`config.mk`:
```
export PLATFORM = sky130hd
export DESIGN_NAME = cmo_top
export DESIGN_NICKNAME = d
export VERILOG_FILES = /design/src/rtl/cmo_pkg.sv /design/src/rtl/cmo_sync.sv /design/src/rtl/cmo_edge.sv /design/src/rtl/cmo_top.sv
export SDC_FILE = /design/constraint.sdc
export NUM_CORES = 1
export LEC_CHECK = 0
export BUFFER_PORTS_ARGS = -buffer_cell sky130_fd_sc_hd__buf_2
export CORE_MARGIN = 4
export CORE_UTILIZATION = 36
export CTS_CLUSTER_SIZE = 24
export DETAILED_ROUTE_END_ITERATION = 8
export GPL_ROUTABILITY_DRIVEN = 0
export PLACE_DENSITY = 0.72
export SLEW_MARGIN = 20
export SYNTH_ARGS = -nofsm -noshare
export SYNTH_HDL_FRONTEND = slang
export SYNTH_SLANG_ARGS = --single-unit
export TNS_END_PERCENT = 5
```
`constraint.sdc`:
```
create_clock -name i_clk -period 1.15 [get_ports i_clk]
set_input_delay 0.1725 -clock i_clk [delete_from_list [all_inputs] [get_ports i_clk]]
set_output_delay 0.1725 -clock i_clk [all_outputs]
set_load 0.05 [all_outputs]
```
`src/rtl/cmo_pkg.sv`:
```
// Purpose: shared constants and types of the comparator and amplifier control block
// Assumes: 32-bit Avalon-MM data, 24-bit byte addresses
// Notes:   every register takes one aligned word, data in the low bits
package cmo_pkg;

  localparam int ADDR_W = 24;
  localparam int DATA_W = 32;
  localparam int BE_W   = 4;
  localparam int CTRL_W = 8;
  localparam int STAT_W = 2;

  // Register byte addresses
  localparam logic [ADDR_W-1:0] OFS_CTRL = 24'hff_e510;
  localparam logic [ADDR_W-1:0] OFS_STAT = 24'hff_e514;
  localparam logic [ADDR_W-1:0] OFS_MASK = 24'hff_e518;

  // Control register fields
  localparam int BIT_CMP_EN    = 0;
  localparam int BIT_CMP_OUT   = 1;
  localparam int BIT_FAULT_POL = 2;
  localparam int BIT_EDGE_SEL  = 3;
  localparam int BIT_NEG_SEL   = 4;
  localparam int BIT_AMP_EN    = 7;

  // Writable control bits; reserved bits read as zero, the live output bit is not stored and reads the comparator
  localparam logic [CTRL_W-1:0] CTRL_WMASK = 8'h9d;
  localparam logic [CTRL_W-1:0] CTRL_RST   = 8'h00;

  // Status and mask layout
  localparam int EV_CMP = 0;
  localparam int EV_AMP = 1;
  localparam logic [STAT_W-1:0] STAT_RST = 2'h0;
  localparam logic [STAT_W-1:0] MASK_RST = 2'h0;

  localparam logic [DATA_W-1:0] RDATA_RST = 32'h0000_0000;

  typedef enum logic {
    CMO_IDLE,
    CMO_ACK
  } cmo_bus_st_e;

  typedef struct packed {
    logic [ADDR_W-1:0] address;
    logic              read;
    logic              write;
    logic [DATA_W-1:0] writedata;
    logic [BE_W-1:0]   byteenable;
  } cmo_avs_req_s;

  typedef struct packed {
    logic [DATA_W-1:0] readdata;
    logic              waitrequest;
  } cmo_avs_rsp_s;

endpackage

```
`src/rtl/cmo_sync.sv`:
```
// Purpose: two-flop synchroniser for asynchronous levels
// Assumes: i_rstn already safe for this clock, or the reset being released
// Notes:   stage one is read by stage two only
`timescale 1ns/1ns
module cmo_sync #(
  parameter int WIDTH = 1
) (
  input  wire logic             i_clk,
  input  wire logic             i_rstn,
  input  wire logic [WIDTH-1:0] i_d,
  output logic      [WIDTH-1:0] o_q
);

  typedef struct packed {
    logic [WIDTH-1:0] s1;
    logic [WIDTH-1:0] s2;
  } cmo_sync_s;

  cmo_sync_s r_reg;
  cmo_sync_s r_next;

  always_comb begin
    r_next    = r_reg;
    r_next.s1 = i_d;
    r_next.s2 = r_reg.s1;
  end

  always_ff @(posedge i_clk or negedge i_rstn) begin
    if (!i_rstn) begin
      r_reg <= '0;
    end else begin
      r_reg <= r_next;
    end
  end

  assign o_q = r_reg.s2;

endmodule

```
`src/rtl/cmo_edge.sv`:
```
// Purpose: single-edge detector with selectable direction
// Assumes: i_level is already in the i_clk domain
// Notes:   o_pulse is combinational; the caller registers it
`timescale 1ns/1ns
module cmo_edge (
  input  wire logic i_clk,
  input  wire logic i_rstn,
  input  wire logic i_level,
  input  wire logic i_fall_sel,
  output logic      o_pulse
);

  typedef struct packed {
    logic prev;
  } cmo_edge_s;

  cmo_edge_s r_reg;
  cmo_edge_s r_next;

  always_comb begin
    r_next      = r_reg;
    r_next.prev = i_level;
    if (i_fall_sel) begin
      o_pulse = r_reg.prev & ~i_level;
    end else begin
      o_pulse = ~r_reg.prev & i_level;
    end
  end

  always_ff @(posedge i_clk or negedge i_rstn) begin
    if (!i_rstn) begin
      r_reg <= '0;
    end else begin
      r_reg <= r_next;
    end
  end

endmodule

```
`src/rtl/cmo_top.sv`:
```
// Purpose: digital control and status around the comparator and amplifier
// Assumes: analog compare and amplifier levels arrive asynchronously
// Notes:   Avalon-MM slave that answers every request in two cycles
// How it works
// - Output high when plus exceeds minus
// - Comparator runs only while enable bit set
// - Amplifier enable bit; output floats when off
// - Select bit routes B6 or C0 minus
// - Edge select: rising when 0, falling 1
// - Edge select alone; no any-change interrupt
// - Polarity bit picks fault direction
// - Read-only bit shows live comparator output
// - Amplifier level readable through port three
// - Amplifier level raises port B3 interrupt
// - Amplifier output feeds ADC channel three
//
// Design decision made here: register access over Avalon-MM.
`timescale 1ns/1ns
module cmo_top
  import cmo_pkg::*;
(
  input  wire logic          i_clk,
  input  wire logic          i_rstn,
  input  wire cmo_avs_req_s  i_bus,
  output cmo_avs_rsp_s       o_bus,
  input  wire logic          i_cmp_raw,
  input  wire logic          i_amp_raw,
  input  wire logic          i_p3_schmitt_en,
  input  wire logic          i_b3_irq_en,
  input  wire logic          i_b3_fall_sel,
  output logic               o_cmp_power_en,
  output logic               o_neg_sel_c0,
  output logic               o_cmp_irq,
  output logic               o_pwm_fault,
  output logic               o_amp_out_oe,
  output logic               o_p3_amp_level,
  output logic               o_b3_irq,
  output logic               o_adc_ch3_en,
  output logic               o_irq
);

  typedef struct packed {
    cmo_bus_st_e       st;
    logic              waitreq;
    logic [DATA_W-1:0] rdata;
    logic [CTRL_W-1:0] ctrl;
    logic              cmp_out;
    logic [STAT_W-1:0] stat;
    logic [STAT_W-1:0] mask;
    logic              irq;
    logic              cmp_irq;
    logic              fault;
    logic              cmp_pwr;
    logic              neg_sel;
    logic              amp_oe;
    logic              p3_level;
    logic              b3_irq;
    logic              adc_ch3;
  } cmo_top_s;

  cmo_top_s r_reg;
  cmo_top_s r_next;

  logic              rstn_sync;
  logic [1:0]        raw_sync;
  logic              cmp_sync;
  logic              amp_sync;
  logic              cmp_edge;
  logic              amp_edge;
  logic              amp_level;
  logic              req;
  logic              hit_ctrl;
  logic              hit_stat;
  logic              hit_mask;
  logic              wr_low;
  logic [CTRL_W-1:0] ctrl_view;
  logic [STAT_W-1:0] stat_clr;
  logic [STAT_W-1:0] stat_set;
  logic              cmp_en;
  logic              amp_en;

  // Reset is applied at once and released through two flops
  cmo_sync #(
    .WIDTH (1)
  ) u_rst_sync (
    .i_clk  (i_clk),
    .i_rstn (i_rstn),
    .i_d    (1'b1),
    .o_q    (rstn_sync)
  );

  cmo_sync #(
    .WIDTH (2)
  ) u_raw_sync (
    .i_clk  (i_clk),
    .i_rstn (rstn_sync),
    .i_d    ({i_amp_raw, i_cmp_raw}),
    .o_q    (raw_sync)
  );

  assign cmp_sync = raw_sync[0];
  assign amp_sync = raw_sync[1];

  // Edges of the registered, gated comparator output
  cmo_edge u_cmp_edge (
    .i_clk      (i_clk),
    .i_rstn     (rstn_sync),
    .i_level    (r_reg.cmp_out),
    .i_fall_sel (r_reg.ctrl[BIT_EDGE_SEL]),
    .o_pulse    (cmp_edge)
  );

  // Amplifier level as the port input stage would see it
  assign amp_level = r_reg.ctrl[BIT_AMP_EN] & amp_sync;

  cmo_edge u_amp_edge (
    .i_clk      (i_clk),
    .i_rstn     (rstn_sync),
    .i_level    (amp_level),
    .i_fall_sel (i_b3_fall_sel),
    .o_pulse    (amp_edge)
  );

  always_comb begin
    r_next    = r_reg;
    stat_clr  = '0;
    stat_set  = '0;
    cmp_en    = r_reg.ctrl[BIT_CMP_EN];
    amp_en    = r_reg.ctrl[BIT_AMP_EN];
    req       = i_bus.read | i_bus.write;
    hit_ctrl  = (i_bus.address == OFS_CTRL);
    hit_stat  = (i_bus.address == OFS_STAT);
    hit_mask  = (i_bus.address == OFS_MASK);
    wr_low    = i_bus.write & i_bus.byteenable[0];

    // Live output bit merged into the stored control byte
    ctrl_view              = r_reg.ctrl;
    ctrl_view[BIT_CMP_OUT] = r_reg.cmp_out;

    // Bus slave: request seen, answer next cycle, write at the handshake
    case (r_reg.st)
      CMO_IDLE: begin
        r_next.waitreq = 1'b1;
        if (req) begin
          r_next.st      = CMO_ACK;
          r_next.waitreq = 1'b0;
          r_next.rdata   = RDATA_RST;
          if (i_bus.read) begin
            if (hit_ctrl) begin
              r_next.rdata[CTRL_W-1:0] = ctrl_view;
            end else if (hit_stat) begin
              r_next.rdata[STAT_W-1:0] = r_reg.stat;
            end else if (hit_mask) begin
              r_next.rdata[STAT_W-1:0] = r_reg.mask;
            end
          end
        end
      end
      CMO_ACK: begin
        r_next.st      = CMO_IDLE;
        r_next.waitreq = 1'b1;
        if (wr_low && hit_ctrl) begin
          r_next.ctrl = i_bus.writedata[CTRL_W-1:0] & CTRL_WMASK;
        end
        if (wr_low && hit_mask) begin
          r_next.mask = i_bus.writedata[STAT_W-1:0];
        end
        // Only bits already returned are cleared, so later events survive
        if (i_bus.read && hit_stat) begin
          stat_clr = r_reg.rdata[STAT_W-1:0];
        end
      end
      default: begin
        r_next.st      = CMO_IDLE;
        r_next.waitreq = 1'b1;
      end
    endcase

    // Comparator result held low while disabled
    r_next.cmp_out = cmp_en & cmp_sync;

    // One edge direction only; turning the enable off never interrupts, turning it on with the output high can
    r_next.cmp_irq = cmp_edge & cmp_en;

    // Fault direction follows the polarity bit
    r_next.fault = cmp_en & (r_next.cmp_out ^ r_reg.ctrl[BIT_FAULT_POL]);

    r_next.cmp_pwr = cmp_en;
    r_next.neg_sel = r_reg.ctrl[BIT_NEG_SEL];

    // Pin floats whenever the amplifier is off
    r_next.amp_oe  = amp_en;
    r_next.adc_ch3 = amp_en;

    r_next.p3_level = amp_level & i_p3_schmitt_en;
    r_next.b3_irq   = amp_edge & i_b3_irq_en;

    stat_set[EV_CMP] = r_next.cmp_irq;
    stat_set[EV_AMP] = r_next.b3_irq;

    // A set in the clearing cycle wins
    r_next.stat = (r_reg.stat & ~stat_clr) | stat_set;
    r_next.irq  = |(r_next.stat & r_next.mask);
  end

  always_ff @(posedge i_clk or negedge rstn_sync) begin
    if (!rstn_sync) begin
      r_reg.st       <= CMO_IDLE;
      r_reg.waitreq  <= 1'b1;
      r_reg.rdata    <= RDATA_RST;
      r_reg.ctrl     <= CTRL_RST;
      r_reg.cmp_out  <= 1'b0;
      r_reg.stat     <= STAT_RST;
      r_reg.mask     <= MASK_RST;
      r_reg.irq      <= 1'b0;
      r_reg.cmp_irq  <= 1'b0;
      r_reg.fault    <= 1'b0;
      r_reg.cmp_pwr  <= 1'b0;
      r_reg.neg_sel  <= 1'b0;
      r_reg.amp_oe   <= 1'b0;
      r_reg.p3_level <= 1'b0;
      r_reg.b3_irq   <= 1'b0;
      r_reg.adc_ch3  <= 1'b0;
    end else begin
      r_reg <= r_next;
    end
  end

  assign o_bus.readdata    = r_reg.rdata;
  assign o_bus.waitrequest = r_reg.waitreq;
  assign o_cmp_power_en    = r_reg.cmp_pwr;
  assign o_neg_sel_c0      = r_reg.neg_sel;
  assign o_cmp_irq         = r_reg.cmp_irq;
  assign o_pwm_fault       = r_reg.fault;
  assign o_amp_out_oe      = r_reg.amp_oe;
  assign o_p3_amp_level    = r_reg.p3_level;
  assign o_b3_irq          = r_reg.b3_irq;
  assign o_adc_ch3_en      = r_reg.adc_ch3;
  assign o_irq             = r_reg.irq;

endmodule

```
==> impl_metrics.yaml, run 1 <==
power:
  power_density_nw_per_um2: 1350
  ir_worst_vdd_v: 0.000860
  pwr-share-seq_pct: 41.8
  p_sw_share_pct: 25.0
  leakage_uw: 0.00119
  switchingPower_uw: 734
  combPwrFrac_pct: 13.7
  p_clk_share_pct: 44.4
  power.internal_uw: 2200
floorplanning:
  io_pins: 111
  dieArea_um2: 5600
  core.rowCount: 24
  die_h_um: 74.8
  fp.dieW_um: 74.8
  core_um2: 4320
  initial_core_util_pct: 37.2
worst_setup_path:
  r2r_end: "o_irq$_DFF_PN0_"
  reg2regPathDepth: 6
  cpLargestDelayFamily: "simple AND/OR/NAND/NOR gates"
  crit_path_frequent_cell: "or4_4"
  reg2reg_from: "r_reg[55]$_DFF_PN0_"
  path_cells: "buf_6 > or4b_4 > or4_4 > or4_4 > or2_4 > mux2_4"
  cp-endpoint: "ctrl_view[2]$_DFFE_PN0P_"
  crit_fanout: 5
  cp-start-kind: "input port"
  critPathKind: "input port to register"
  endpoint_kind: "register"
  critPathBufInv: 1
  cp.arrival_ps: 2330
  worst_ep_required_time_ps: 1320
  critPathMaxStageDelay_ps: 530
  cpMaxStageDelayCell: "or4b_4"
  cp.depth: 6
  worstSetupStartpoint: "i_bus[39]"
  rrSetupSlack_ps: -260
flow_run:
  cap_violations: 0
drt:
  highest_layer: "met4"
  post_drt_via_cell_ratio: 4.33
  wl_met2_mm: 1.66
  first_iter_violations: 37
  wl_met1_mm: 1.24
  wire_per_inst_um: 11.7
  drtPass1Iterations: 4
  antenna_left: 0
  drc: 0
  wl_mm: 3.14
  route.met3.wl_um: 203
  vias: 1164
run_status:
  status: "finished, violations left"
  violations: "negative setup slack"
clock_network:
  cts_num_sinks: 34
  post_cts_buffers: 0
  clock_latency_ps: 290
  path_clk_slew_ps: 80
  cts_buffers: 5
  cts-root-buf: "clkbuf_8"
  cts_buffer_depth: 2
  cts_tree: "done"
  htreeDepth: 2
final_layout:
  largest_register_ffs: 7
  final_nets: 285
  antenna_cells: 0
  area_delta_synth_final_pct: 35.4
  layout-drive-gt1-share_pct: 47.5
synthesis:
  yosys.area_share.adder_pct: 0
  synth-seq-cells: 34
  muxShareOfSynthArea_pct: 6.07
  synthCells: 137
  ys.flop_type: "dfrtp_1"
  async_reset_ff_share_pct: 100
  avgSynthCellArea_um2: 11.7
  yosys.area_share.xor_xnor_pct: 0.545
  yosysWarningCount: 0
  synth.distinct_cells: 35
  synth_edf_count: 0
  synth_compound_area_share_pct: 7.63
  synthSimpleGateAreaFrac_pct: 14.8
  syn_area_um2: 1610
  synth_top_family_by_area: "buffers and inverters"
  seq_area_frac_synth_pct: 53.0
grt:
  antenna_found_initial: 0
  grt_max_degree: 33
  globalRoute.totalOverflow: 0
  groute.usage.overall_pct: 11.5
  first_global_vias: 1100
  grt_pass1_wl_mm: 4.83
sta:
  rsz0062_at_grt: "yes"
  fin_skew_ps: 10.6
  slew_violations: 0
  final-setup-viol-count: 16
  finalCriticalPeriod_ps: 2160
  hold_ws_ps: 112
  max_freq_mhz: 464
  fin_setup_tns_ps: -11680
  setup_ws_ps: -1010
  final_hold_viol_count: 0
  fin_crit_sh_pct: 188
placement:
  post-place-ws_ps: -1440
  hpwlAfterDp_mm: 2.52
  io_buffers: 55
min_path:
  hold_class: "input port to register"
-- cell type report --
cell class | count | area [um2]
Tap cell | 52 | 65.1
Multi-Input combinational cell | 89 | 603
Clock inverter | 3 | 68.8
Fill cell | 399 | 2150
Inverter | 4 | 15.0
Sequential cell | 34 | 852
Timing Repair Buffer | 82 | 504
Clock buffer | 5 | 68.8
-- power groups by stage --
stage	sequential (uW)	clock [uW]	combinational, uW
2_1_floorplan	1270	0	310
3_3_place_gp	1250	0	376
3_5_place_dp	1250	0	379
4_1_cts	1230	1330	400
5_1_grt	1230	1390	432
6_report	1230	1300	404
-- cell usage after synthesis, types with 2 or more instances --
cell       n  area [um2]
inv_1      4        15.0
nand4_1    7        43.8
a21oi_1    2        10.0
nand3_1    3        15.0
nor4_1     2        12.5
or4_4      2        22.5
conb_1     2        7.51
nand3b_1   2        15.0
and2_1     2        12.5
nand2_1    7        26.3
a21boi_0   2        15.0
mux2_2     2        22.5
nor2_1     4        15.0
dfrtp_1   33         826
mux2_4     5        75.1
a22o_1     5        43.8
buf_4     34         255
a21o_1     2        15.0
-- worst min-delay path by stage --
stage	startpoint	cells after the start	endpoint	slack, ps
after floorplan	i_rstn	0	u_rst_sync.o_q$_DFF_PN0_	-120
after global placement	i_rstn	1	u_rst_sync.r_next[0]$_DFF_PN0_	-40
after detailed placement	i_rstn	1	u_rst_sync.r_next[0]$_DFF_PN0_	-40
after CTS	i_bus[11]	2	amp_en$_DFFE_PN0P_	100
after global routing	i_bus[11]	2	amp_en$_DFFE_PN0P_	100
final	i_bus[11]	2	amp_en$_DFFE_PN0P_	110
-- repair_timing --
action / CTS / global route
endpoints found under the hold margin: 4 / 0
gates resized for setup: 10 / 4
hold buffers: 3 / 0
setup endpoints to repair: 17 / 20
pin swaps: 8 / 1
-- cell usage in the layout (no fill, tap or decap), types with 3 or more instances in the layout --
cell           netlist  final
conb_1               2     27
clkbuf_8             0      5
a22o_1               5      5
inv_1                4      4
mux2_4               5      5
nand2_1              7      7
buf_2                0     52
dlygate4sd3_1        0      3
nand4_1              7      7
nand3_1              3      3
nor2_1               4      4
buf_4               34     24
dfrtp_1             33     33
-- layer usage --
metal | GRT usage [%] | up-vias
li1 | - | 580
met1 | 12.8 | 549
met2 | 20.2 | 30
met3 | 3.74 | 5
met4 | 4.74 | 0
met5 | 0 | -
-- stage by stage --
step / instance area [um2] / instances / total power, uW / utilization (%)
after detailed placement: 1960 / 258 / 1630 / 45.2
after CTS: 2170 / 269 / 2960 / 50.2
after global placement: 1960 / 258 / 1630 / 45.2
after global routing: 2180 / 269 / 3050 / 50.3
after floorplan: 1700 / 162 / 1570 / -
final: 2180 / 269 / 2940 / 50.3
-- cells by family (layout without fill, tap and decap cells) --
| group | count (synthesis) | in the layout |
|---|---|---|
| flops | 34 | 34 |
| mux | 7 | 7 |
| compound gates | 16 | 16 |
| other cells | 2 | 27 |
| buf+inv | 39 | 94 |
| xor+xnor | 1 | 1 |
| simple gates | 38 | 38 |
(Power assumes the default switching activity.)
==> run 2, diff against run 1 <==
--- a/config.mk
+++ b/config.mk
@@ -5,13 +5,14 @@
 export SDC_FILE = /design/constraint.sdc
 export NUM_CORES = 1
 export LEC_CHECK = 0
+export ABC_AREA = 1
 export BUFFER_PORTS_ARGS = -buffer_cell sky130_fd_sc_hd__buf_2
 export CORE_MARGIN = 4
 export CORE_UTILIZATION = 36
 export CTS_CLUSTER_SIZE = 24
 export DETAILED_ROUTE_END_ITERATION = 8
 export GPL_ROUTABILITY_DRIVEN = 0
-export PLACE_DENSITY = 0.72
+export PLACE_DENSITY = 0.7
 export SLEW_MARGIN = 20
 export SYNTH_ARGS = -nofsm -noshare
 export SYNTH_HDL_FRONTEND = slang
==> impl_metrics.yaml, run 2 <==
synthesis:
  async_reset_ff_share_pct: 100
  yosysMostFrequentCell: "nand2_1"
  ys.flop_type: "dfrtp_1"
  synth_common_cells: "51 x nand2_1, 34 x buf_4, 33 x dfrtp_1"
  synthCells: 214
  avgSynthCellArea_um2: 8.36
  synth-seq-cells: 34
  synth_area_leader_cell: "dfrtp_1"
  syn_area_um2: 1790
  yosysWarningCount: 0
  synthTopCellsByArea: "dfrtp_1 46%, buf_4 14%, nand2_1 11%, inv_1 6.7%, o21ai_1 3.1%"
  synth_edf_count: 0
  synth_top_area_share_pct: 46.2
  synth.distinct_cells: 23
  seq_area_frac_synth_pct: 47.6
sta:
  fin_crit_sh_pct: 101
  final_hold_viol_count: 0
  rsz0062_at_grt: "yes"
  fin_setup_tns_ps: -7.34
  setup_ws_ps: -7.34
  slew_violations: 0
  max_freq_mhz: 864
  final-setup-viol-count: 1
  fin_skew_ps: 6.79
  finalCriticalPeriod_ps: 1160
worst_setup_path:
  worst_ep_required_time_ps: 1370
  crit_path_frequent_cell: "nand2_1"
  endpoint_kind: "register"
  critPathBufInv: 3
  reg2reg_from: "r_reg[55]$_DFF_PN0_"
  cpMaxStageDelayCell: "dfrtp_1"
  worstSetupStartpoint: "r_reg[55]$_DFF_PN0_"
  rrSetupSlack_ps: -7
  cp-start-kind: "register"
  critPathKind: "register to register"
  critPathMaxStageDelay_ps: 400
  cpLargestDelayFamily: "flip-flops"
  path_cells: "buf_4 > a21oi_4 > inv_2 > nor2_4 > o21ai_1 > inv_1 > nand2_1 > nand2_1"
  crit_fanout: 6
  cp.arrival_ps: 1380
clock_network:
  htreeDepth: 2
  cts_num_sinks: 34
  cts_buffers: 5
  cts-root-buf: "clkbuf_8"
  cts_tree: "done"
  path_clk_slew_ps: 70
  clock_latency_ps: 280
  cts_buffer_depth: 2
grt:
  groute.usage.overall_pct: 11.0
  first_global_vias: 1327
  globalRoute.totalOverflow: 0
  grt_max_degree: 33
  antenna_found_initial: 0
  grt_pass1_wl_mm: 5.49
drt:
  vias: 1364
  first_iter_violations: 37
  wl_mm: 3.26
  drtPass1Iterations: 4
  antenna_left: 0
  drc: 0
  post_drt_via_cell_ratio: 3.97
  wire_per_inst_um: 9.47
final_layout:
  layout-drive-gt1-share_pct: 32.9
  area_delta_synth_final_pct: 21.5
  layout_common_cells: "54 x buf_2, 51 x nand2_1, 33 x dfrtp_1"
  final_nets: 345
  final_cell_count_no_fill: 344
  antenna_cells: 0
  layout_commonest_cell: "buf_2"
  largest_register_ffs: 7
floorplanning:
  fp.dieW_um: 78.5
  die_h_um: 78.5
  core_um2: 4750
  initial_core_util_pct: 37.6
  io_pins: 111
  core.rowCount: 25
  dieArea_um2: 6160
placement:
  post-place-ws_ps: -108
  io_buffers: 55
  hpwlAfterDp_mm: 2.62
  dp_cells: 331
min_path:
  hold_class: "input port to register"
  min_from: "i_p3_schmitt_en"
power:
  power.total_uw: 2580
  leakage_uw: 0.00124
  ir_worst_vdd_v: 0.000484
  power_density_nw_per_um2: 1190
flow_run:
  cap_violations: 0
run_status:
  status: "finished, violations left"
  violations: "negative setup slack"
-- run 2: path summary, 6_finish.rpt --
path	depth (start not counted)	to
worst max-delay path	8	o_bus[1]$_DFFE_PN0P_
worst min-delay path	3	o_p3_amp_level$_DFF_PN0_
worst max register to register	8	o_bus[1]$_DFFE_PN0P_
worst min register to register	1	u_cmp_edge.r_reg$_DFF_PN0_
max in group asynchronous	1	o_bus[0]$_DFF_PN1_
min in group asynchronous	2	u_rst_sync.r_next[0]$_DFF_PN0_
-- run 2: cells by family (layout without fill, tap and decap cells) --
group | after synthesis | count (layout) | share of synthesized area [%]
buffers and inverters | 71 | 109 | 22.0
AND/OR/NAND/NOR | 91 | 91 | 25.2
flip-flops | 34 | 34 | 47.6
other | 2 | 27 | 0.420
AO/OA/AOI/OAI | 16 | 16 | 4.68
-- run 2: per-stage QoR --
stage                     cell area (um2)  util (%)  hold slack, ps
after global placement               2020      42.4           -42.0
after global routing                 2170      45.7             110
after CTS                            2140      45.1            94.8
after detailed placement             2020      42.4           -39.8
final                                2170      45.7             102
after floorplan                      1880         -            -123
-- run 2: timing repair --
| action | 4_1_cts | 5_1_grt |
|---|---|---|
| buffers inserted | 0 | 2 |
| hold endpoints to repair | 4 | 0 |
| setup endpoints to repair | 2 | 7 |
| resized for setup | 2 | 3 |
| pin swaps | 0 | 5 |
| hold buffers | 3 | 0 |
-- run 2: routing by layer --
metal	global-route usage (%)	wire length, um	vias up
met5	0	0	-
met2	19.3	1720	32
met4	3.67	37	0
met1	13.0	1300	616
li1	-	-	711
met3	3.10	195	5
-- run 2: tightest hold or removal path: stages --
cell and delay, ps:
buf_2 90, inv_1 40, nor2_1 30
-- run 2: report_power, final --
part | switching, uW | internal [uW] | total (uW) | leakage (uW)
Sequential | 12.8 | 1230 | 1240 | 0.000376
Clock | 392 | 482 | 874 | 0.0000482
Combinational | 349 | 114 | 463 | 0.000815
-- run 2: layout make-up --
cell class | count | area, um2
fillers | 482 | 2580
flip-flops and latches | 34 | 852
multi-input cells | 134 | 648
repair buffers | 64 | 360
inverters | 37 | 139
clock buffers | 7 | 86.3
well taps | 67 | 83.8
clock inverters | 1 | 5.00
